==> src/logic/refcfg_defines.svh <==
`ifndef REFCFG_DEFINES_SVH
`define REFCFG_DEFINES_SVH
// register word indices; byte address is four times the index
`define IDX_POWER_DOWN 12'h500
`define IDX_FAMILY_AB 12'h501
`define IDX_FAMILY_CD 12'h502
`define IDX_ASSIGN_A 12'h503
`define IDX_ASSIGN_B 12'h504
`define IDX_ASSIGN_C 12'h505
`define IDX_ASSIGN_D 12'h506
`define IDX_PRIORITY 12'h508
`define IDX_STATUS 12'h509
// reset values
`define RST_REG8 8'h00
`define RST_PRIO 24'h000000
// field positions inside an assignment byte
`define FLD_SECOND_EN 7
`define FLD_SECOND_PROF_HI 6
`define FLD_SECOND_PROF_LO 4
`define FLD_FIRST_EN 3
`define FLD_FIRST_PROF_HI 2
`define FLD_FIRST_PROF_LO 0
// logic family codes
`define FAM_OFF_OR_DIFF 2'h0
`define FAM_CMOS_LOW 2'h1
`define FAM_CMOS_MID 2'h2
`define FAM_CMOS_HIGH 2'h3
// all receivers powered down
`define PD_ALL 8'hFF
`endif

==> src/logic/refcfg_pkg.sv <==
package refcfg_pkg;
	// receiver electrical mode
	typedef enum logic [2:0] {
		RX_OFF = 3'h0,
		RX_DIFF = 3'h1,
		RX_CMOS_LOW = 3'h3,
		RX_CMOS_MID = 3'h2,
		RX_CMOS_HIGH = 3'h6
	} rx_mode_e;
	// one assignment byte
	typedef struct packed {
		logic second_en;
		logic [2:0] second_prof;
		logic first_en;
		logic [2:0] first_prof;
	} assign_s;
	// whole register state
	typedef struct packed {
		logic [7:0] power_down;
		logic [7:0] family_ab;
		logic [7:0] family_cd;
		assign_s [3:0] assign_r;
		logic [23:0] prio;
		logic [31:0] rdata;
		logic ack;
		logic deep_sleep;
		logic [23:0] profile;
		logic [7:0] manual;
		logic [7:0] rx_on;
		logic [23:0] mode;
	} state_s;
endpackage : refcfg_pkg

==> src/logic/reference_input_config.sv <==
// What this block does
// - all eight powered down gives deep sleep
// - power-down bit one stops its receiver
// - second input family: off or CMOS range
// - second field ignored when first is 00
// - first field 00 makes pair differential
// - family fields packed in two bytes
// - mode bit: 0 automatic, 1 manual
// - manual profile number is plain binary
// - assignment bytes per pair, A to D
// - each profile has 3-bit priority, stored for readback only
`include "refcfg_defines.svh"
`timescale 1ns/1ps
`default_nettype none
module reference_input_config (
	input wire logic MCLK,
	input wire logic RSTN,
	input wire logic [13:0] WB_ADR_I,
	input wire logic [31:0] WB_DAT_I,
	input wire logic [3:0] WB_SEL_I,
	input wire logic WB_WE_I,
	input wire logic WB_CYC_I,
	input wire logic WB_STB_I,
	input wire logic [7:0] AUTO_PROFILE_0,
	input wire logic [7:0] AUTO_PROFILE_1,
	input wire logic [7:0] AUTO_PROFILE_2,
	input wire logic [7:0] AUTO_PROFILE_3,
	input wire logic [7:0] AUTO_PROFILE_4,
	input wire logic [7:0] AUTO_PROFILE_5,
	input wire logic [7:0] AUTO_PROFILE_6,
	input wire logic [7:0] AUTO_PROFILE_7,
	output logic [31:0] WB_DAT_O,
	output logic WB_ACK_O,
	output logic DEEP_SLEEP,
	output logic [7:0] RX_ENABLE,
	output logic [23:0] RX_MODE,
	output logic [23:0] REF_PROFILE,
	output logic [7:0] REF_MANUAL
);
	refcfg_pkg::state_s s_q; // all state
	refcfg_pkg::state_s s_d; // next state
	logic [11:0] idx; // word index
	logic req; // fresh access
	logic [2:0] auto_prof [8]; // hardware-chosen profile per reference
	logic [2:0] chosen; // profile bound to reference
	logic [1:0] fam_first; // first-input family of the pair
	logic [1:0] fam_own; // this input's family
	logic [2:0] idx3; // temp
	logic [2:0] mode_v; // temp mode
	assign idx = WB_ADR_I[13:2];
	// second cycle of a held request must not ack twice
	assign req = WB_CYC_I && WB_STB_I && !s_q.ack;
	// external automatic choice enters as low three bits
	assign auto_prof[0] = AUTO_PROFILE_0[2:0];
	assign auto_prof[1] = AUTO_PROFILE_1[2:0];
	assign auto_prof[2] = AUTO_PROFILE_2[2:0];
	assign auto_prof[3] = AUTO_PROFILE_3[2:0];
	assign auto_prof[4] = AUTO_PROFILE_4[2:0];
	assign auto_prof[5] = AUTO_PROFILE_5[2:0];
	assign auto_prof[6] = AUTO_PROFILE_6[2:0];
	assign auto_prof[7] = AUTO_PROFILE_7[2:0];

	// register writes, readback, and decoded outputs
	always_comb begin
		s_d = s_q;
		chosen = 3'h0;
		fam_first = 2'h0;
		fam_own = 2'h0;
		idx3 = 3'h0;
		mode_v = refcfg_pkg::RX_OFF;
		s_d.ack = req;
		s_d.rdata = 32'h00000000;
		if (req && WB_WE_I && WB_SEL_I[0]) begin
			// only the low lane carries register data
			unique case (idx)
				`IDX_POWER_DOWN: s_d.power_down = WB_DAT_I[7:0];
				`IDX_FAMILY_AB: s_d.family_ab = WB_DAT_I[7:0];
				`IDX_FAMILY_CD: s_d.family_cd = WB_DAT_I[7:0];
				`IDX_ASSIGN_A: s_d.assign_r[0] = WB_DAT_I[7:0];
				`IDX_ASSIGN_B: s_d.assign_r[1] = WB_DAT_I[7:0];
				`IDX_ASSIGN_C: s_d.assign_r[2] = WB_DAT_I[7:0];
				`IDX_ASSIGN_D: s_d.assign_r[3] = WB_DAT_I[7:0];
				default: ;
			endcase
		end
		// priority word uses three lanes
		if (req && WB_WE_I && idx == `IDX_PRIORITY) begin
			if (WB_SEL_I[0]) s_d.prio[7:0] = WB_DAT_I[7:0];
			if (WB_SEL_I[1]) s_d.prio[15:8] = WB_DAT_I[15:8];
			if (WB_SEL_I[2]) s_d.prio[23:16] = WB_DAT_I[23:16];
		end
		// reads; unmapped answer zero with ack
		if (req && !WB_WE_I) begin
			unique case (idx)
				`IDX_POWER_DOWN: s_d.rdata[7:0] = s_q.power_down;
				`IDX_FAMILY_AB: s_d.rdata[7:0] = s_q.family_ab;
				`IDX_FAMILY_CD: s_d.rdata[7:0] = s_q.family_cd;
				`IDX_ASSIGN_A: s_d.rdata[7:0] = s_q.assign_r[0];
				`IDX_ASSIGN_B: s_d.rdata[7:0] = s_q.assign_r[1];
				`IDX_ASSIGN_C: s_d.rdata[7:0] = s_q.assign_r[2];
				`IDX_ASSIGN_D: s_d.rdata[7:0] = s_q.assign_r[3];
				`IDX_PRIORITY: s_d.rdata[23:0] = s_q.prio;
				`IDX_STATUS: s_d.rdata[7:0] = {7'h00, s_q.deep_sleep};
				default: ;
			endcase
		end
		// outputs decode from the committed register values
		s_d.deep_sleep = (s_q.power_down == `PD_ALL);
		for (int r = 0; r < 8; r++) begin
			// reference r: pair r/2, member r%2 (1 = second)
			idx3 = 3'(r);
			if (idx3[2]) begin
				fam_first = s_q.family_cd[(r % 4) / 2 * 4 +: 2];
				fam_own = s_q.family_cd[(r % 4) * 2 +: 2];
			end else begin
				fam_first = s_q.family_ab[(r % 4) / 2 * 4 +: 2];
				fam_own = s_q.family_ab[(r % 4) * 2 +: 2];
			end
			if (idx3[0]) begin
				// second member: ignored when pair is differential
				if (fam_first == `FAM_OFF_OR_DIFF) mode_v = refcfg_pkg::RX_OFF;
				else begin
					unique case (fam_own)
						`FAM_OFF_OR_DIFF: mode_v = refcfg_pkg::RX_OFF;
						`FAM_CMOS_LOW: mode_v = refcfg_pkg::RX_CMOS_LOW;
						`FAM_CMOS_MID: mode_v = refcfg_pkg::RX_CMOS_MID;
						`FAM_CMOS_HIGH: mode_v = refcfg_pkg::RX_CMOS_HIGH;
					endcase
				end
			end else begin
				unique case (fam_own)
					`FAM_OFF_OR_DIFF: mode_v = refcfg_pkg::RX_DIFF;
					`FAM_CMOS_LOW: mode_v = refcfg_pkg::RX_CMOS_LOW;
					`FAM_CMOS_MID: mode_v = refcfg_pkg::RX_CMOS_MID;
					`FAM_CMOS_HIGH: mode_v = refcfg_pkg::RX_CMOS_HIGH;
				endcase
			end
			s_d.mode[r * 3 +: 3] = mode_v;
			// powered-down or unused receivers are not enabled
			s_d.rx_on[r] = !s_q.power_down[r] && (mode_v != refcfg_pkg::RX_OFF)
				&& (s_q.power_down != `PD_ALL);
			// manual versus automatic profile binding
			if (idx3[0]) begin
				s_d.manual[r] = s_q.assign_r[r / 2].second_en;
				chosen = s_q.assign_r[r / 2].second_prof;
			end else begin
				s_d.manual[r] = s_q.assign_r[r / 2].first_en;
				chosen = s_q.assign_r[r / 2].first_prof;
			end
			if (!s_d.manual[r]) chosen = auto_prof[r];
			s_d.profile[r * 3 +: 3] = chosen;
		end
	end

	// single register stage; async clear to zero
	always_ff @(posedge MCLK or negedge RSTN) begin
		if (!RSTN) begin
			s_q <= '0;
		end else begin
			s_q <= s_d;
		end
	end

	// outputs taken straight from flops
	assign WB_DAT_O = s_q.rdata;
	assign WB_ACK_O = s_q.ack;
	assign DEEP_SLEEP = s_q.deep_sleep;
	assign RX_ENABLE = s_q.rx_on;
	assign RX_MODE = s_q.mode;
	assign REF_PROFILE = s_q.profile;
	assign REF_MANUAL = s_q.manual;
endmodule : reference_input_config
`default_nettype wire

==> config.mk <==
export PLATFORM = sky130hd
export DESIGN_NAME = reference_input_config
export DESIGN_NICKNAME = d
export VERILOG_FILES = /design/src/logic/refcfg_pkg.sv /design/src/logic/reference_input_config.sv
export VERILOG_INCLUDE_DIRS = /design/src /design/src/logic
export SDC_FILE = /design/constraint.sdc
export NUM_CORES = 1
export LEC_CHECK = 0
export ABC_AREA = 1
export BUFFER_PORTS_ARGS = -buffer_cell sky130_fd_sc_hd__clkbuf_2
export CORE_MARGIN = 2
export CORE_UTILIZATION = 25
export CTS_CLUSTER_SIZE = 16
export DETAILED_ROUTE_END_ITERATION = 7
export PLACE_DENSITY = 0.41
export SLEW_MARGIN = 30
export SYNTH_ARGS = -nofsm -noshare
export SYNTH_HDL_FRONTEND = slang
export SYNTH_SLANG_ARGS = --single-unit
==> constraint.sdc <==
create_clock -name MCLK -period 1.8 [get_ports MCLK]
set_clock_uncertainty 0.15 [all_clocks]
set_input_delay 0.09 -clock MCLK [delete_from_list [all_inputs] [get_ports MCLK]]
set_output_delay 0.09 -clock MCLK [all_outputs]
set_load 0.01 [all_outputs]
* Word level (Yosys, flattened, before mapping) *
Cells that the tools add are included.

word-level totals
  register bits after elaboration = 170
  output and inout bits = 98
  logic and storage cells = 145

cells by class
  equality and inequality tests = 35
  muxes and demuxes = 23
  reductions and logical operators = 58

operators by type and width
  kind                                                    number
  equality test 12 x 11 -> 1 bit (second input constant)  9
  case mux 3 bit (4 select lines)                         8
  case mux 8 bit (9 select lines)                         1
  two-way mux 3 bit                                       12
  equality test 2 bit (second input constant)             16
  two-way mux 24 bit                                      1
  nonzero test 3 bit                                      8
  logical AND 1 bit                                       22
  AND reduction 2 bit                                     10
  equality test 2 x 1 -> 1 bit (second input constant)    8
  logical NOT 2 bit                                       8
  two-way mux 16 bit                                      1
  logical NOT 1 bit                                       10
  equality test 8 bit (second input constant)             1
  != test 8 bit (second input constant)                   1

* Logic depth before layout (Yosys ltp) *
  depth after elaboration = 6
  depth in mapped cells = 13
  depth with buffers taken out = 10

* Worst setup path after synthesis *
Ideal clock, no wire load.

  path type = register to register
  start = register s_q, in the netlist WB_ACK_O
  end = register s_q[100] (netlist bit)
  data arrival time = 1.445 ns
  setup slack = 0.088 ns
  stages on the path, launching flop included = 8
  path buffers = 1
  cells stage by stage = dfrtp_1 -> nor3_4 -> nand2_2 -> nor2_8 -> nand4_4 -> buf_6 -> o21ai_1 -> inv_1

on the way
  longest elaborated chain between the ends = 5

ends and longest elaborated chain
  element                               line                           RTL
  from (decl)                           reference_input_config.sv:40   refcfg_pkg::state_s s_q;
  from (signal assigned)                reference_input_config.sv:158  s_q <= '0;
  from (signal assigned)                reference_input_config.sv:160  s_q <= s_d;
  logical NOT 1 bit                     reference_input_config.sv:52   assign req = WB_CYC_I && WB_STB_I && !s_q.ack;
  logical AND 1 bit                     reference_input_config.sv:52
  net req                               reference_input_config.sv:43   logic req;
  logical AND 1 bit                     reference_input_config.sv:87   if (req && WB_WE_I && idx == `IDX_PRIORITY) begin
  logical AND 1 bit (no source line)    n/a
  AND reduction 2 bit (no source line)  n/a

The timed path passes the listed nets, and every way through them passes these cells.
A chain may end at the register's enable or synchronous reset.

* Worst setup path after layout *
  start = register s_q, in the netlist WB_ACK_O
  end = register s_q[135] (netlist bit)

on the way
  longest elaborated chain between the ends = 5

ends and longest elaborated chain
  element                               line                          RTL
  logical NOT 1 bit                     reference_input_config.sv:52
  logical AND 1 bit                     reference_input_config.sv:52
  net req                               reference_input_config.sv:43
  logical AND 1 bit (2 in series)       reference_input_config.sv:73  if (req && WB_WE_I && WB_SEL_I[0]) begin
  AND reduction 2 bit (no source line)  n/a

The timed path passes the listed nets, and every way through them passes these cells.

==> run summary <==
Crit path DAT: 1950 ps
Final setup TNS: 0 ps
Simple-Gate Fraction of Synth Area: 19.5%
Synth top area share: 55.5%
Hold WC Path Type: in2async
Slew @ Worst Pin: 523 ps
Post-synthesis mux area share: 3.53%
Maximum buffer depth of the clock tree: 2
DP Wirelength: 14.9 mm
Synth Area in Adders: 0%
M3 GR Usage: 3.92%
Number of nets in the layout: 1055
Grt ovf: 0
Crit path required time: 2000 ps
Fraction of layout cells with a size suffix above 1: 28.2%
Compound-gate portion of the synthesized area: 5.76%
Leakage: 4.77 nW
# DRC: 0
Crit path capture type: flip-flop
Final instance area: 9570 um2
I/O pin cnt: 217
Largest net degree at the start of global routing: 48
Crit share post-route: 97.0%
H-tree levels: 4
Asr flop ratio synth: 100%
Seq/Total Area, Yosys: 55.5%
Finish-stage setup viols: 0
Cell taking the most area after synthesis: dfrtp_1
Clock latency at the later pin of the worst-skew pair: 430 ps
Port-buffer cells: 157
Kind of critical path: reg2reg
Xor/xnor cell area share of the yosys netlist: 0%
Final Hold Vio Count: 0
Antenna viol nets, final: 0
Tmin final: 1750 ps
Met1 Track Usage GR: 18.6%
Sink Count: 170
Util after Layout: 31.5%
CTS root buf: clkbuf_16
Die width: 179 um
Synthesized cell area: 7660 um2
Global-route wire length before repair: 31.3 mm
Post-synth top flop: dfrtp_1
Synthesis warning total: 0
GR Util met2: 20.5%
Area growth syn-to-layout: 24.9%
Initial Util: 25.2%
Initial antenna violation count: 3
Register bit total from synthesis: 170
WL/cell: 15.7 um
Largest family of logic cells by synthesized area: simple AND/OR/NAND/NOR gates
Final slew viol count: 0
Row cnt: 64
DRT iter0 DRCs: 287
Post-Syn Area per Cell: 9.64 um2
Tot Pwr: 8.25 mW
Core area: 30300 um2
Top post-synthesis cells by area: dfrtp_1 (56%), buf_4 (9.5%), nand2_1 (7.3%)
First-pass detailed-route iteration total: 5
Clock Pin Slew Worst Setup and Hold Paths: 70 ps
Setup crit start kind: flip-flop
RSZ-0062 raised after global routing: true
Post-synth EDFFs: 0
Die H: 179 um
Drt total wl: 21.1 mm
Worst Path Max Fanout: 8
Post-CTS Setup Inserts: 0
Synth unique cells: 26
Max-Cap Viols: 0
Slew headroom: 65.1%
Total number of vias: 5467
Outcome: complete, no violations
Grt peak-use layer: met2
Die area: 32100 um2
CTS tree: done
Worst VDD drop: 546 uV
DP Area: 8370 um2
GRT Total Usage: 13.4%
P per Cell Area: 862 nW/um2
Routability congestion estimate: 0.766
CTS buffer count: 17
Max Fclk: 0.573 GHz
Synthesized instance count: 795
Vias per cell: 4.06
Vias in the first global route: 5239
[layer usage]
metal / routed length (um) / vias up
met1: 10200 / 2579
met4: 158 / 4
li1: - / 2728
met2: 9550 / 143
met5: 33 / -
met3: 1180 / 13
[Yosys cell counts (5+ instances only)]
master and count:
mux2_2 24, buf_4 97, nand2_1 150, nor2_1 72
o21ai_1 58, nor2_4 5, buf_2 13, nand3_1 25
inv_1 81, dfrtp_1 170, o21ai_0 27, nand4_1 38
buf_6 6
[through the flow]
step	setup WS (ps)	hold WS, ps	cells
final	54.0	23.7	1345
after global routing	-50.3	67.3	1345
after CTS	60.1	56.7	1341
after detailed placement	71.3	-62.6	1256
after global placement	75.3	-59.3	1256
after floorplan	87.9	-356	802
[path summary, 6_finish.rpt]
| path | slack, ps | end | startpoint | cells after the start |
|---|---|---|---|---|
| setup reg to reg | 50 | s_q[135]$_DFFE_PN0P_ | WB_ACK_O$_DFF_PN0_ | 6 |
| hold / removal | 20 | RX_MODE[8]$_DFF_PN0_ | RSTN | 2 |
| hold reg to reg | 340 | RX_ENABLE[6]$_DFF_PN0_ | s_q[176]$_DFFE_PN0P_ | 1 |
| min in group MCLK | 50 | s_q[127]$_DFFE_PN0P_ | WB_ADR_I[3] | 5 |
| setup / recovery | 50 | s_q[135]$_DFFE_PN0P_ | WB_ACK_O$_DFF_PN0_ | 6 |
| max in group asynchronous | 850 | RX_MODE[18]$_DFF_PN0_ | RSTN | 3 |
[sequential cells by signal (all words and copies together) (netlist names)]
register,count
DEEP_SLEEP,1
REF_MANUAL,8
REF_PROFILE,24
RX_ENABLE,8
RX_MODE,24
WB_ACK_O,1
WB_DAT_O,24
fam_first,2
fam_own,2
s_d,8
s_q,68
[layout make-up]
class                      instances  area [um2]
antenna                            1        2.50
clock buffer                      19         443
clock inverter                    12         163
fill                            3156       20800
inverter                          85         319
multi-input combinational        430        2300
sequential                       170        4250
tap                              396         495
timing repair buffer             232        1590
[cell usage in the layout (no fill, tap or decap), types with 2 or more instances in the layout]
| master | instances |
|---|---|
| nand4_1 | 38 |
| dlygate4sd3_1 | 54 |
| buf_4 | 13 |
| inv_2 | 4 |
| nand2_2 | 2 |
| clkbuf_16 | 17 |
| nor2_1 | 71 |
| nand3_4 | 3 |
| buf_12 | 8 |
| nor2_2 | 2 |
| o21ai_2 | 4 |
| nor2_4 | 6 |
| bufinv_16 | 3 |
| dfrtp_1 | 170 |
| clkbuf_2 | 156 |
| clkinv_4 | 2 |
| nand3_1 | 25 |
| inv_1 | 81 |
| mux2_2 | 24 |
| clkinvlp_4 | 2 |
| nand4_2 | 3 |
| nand4_4 | 4 |
| o21ai_1 | 55 |
| inv_6 | 4 |
| nand2_1 | 150 |
| nand3_2 | 3 |
| o21ai_0 | 27 |
| conb_1 | 8 |
[kinds of logic after synthesis]
| family | count (synthesis) |
|---|---|
| buf+inv | 205 |
| other cells | 1 |
| compound gates | 87 |
| mux | 24 |
| flops | 170 |
| simple gates | 308 |
[report_power, final]
group | leakage, nW | switching (mW) | internal, mW
Sequential | 2.24 | 0.00999 | 3.85
Clock | 0.291 | 1.64 | 2.24
Combinational | 2.24 | 0.294 | 0.222
[critical path, cell delays in order (launching register included)]
cell     delay [ps]
dfrtp_1         420
nor3_4          210
nand2_2         120
nor2_8          160
buf_12          170
nand4_2         230
o21ai_1         210
[repair_timing]
action	4_1_cts	5_1_grt
endpoints found under the setup margin	0	30
gates resized for setup	0	4
endpoints found under the hold margin	247	0
hold buffers	54	0
Note: power is estimated with default switching activity, not from simulation.
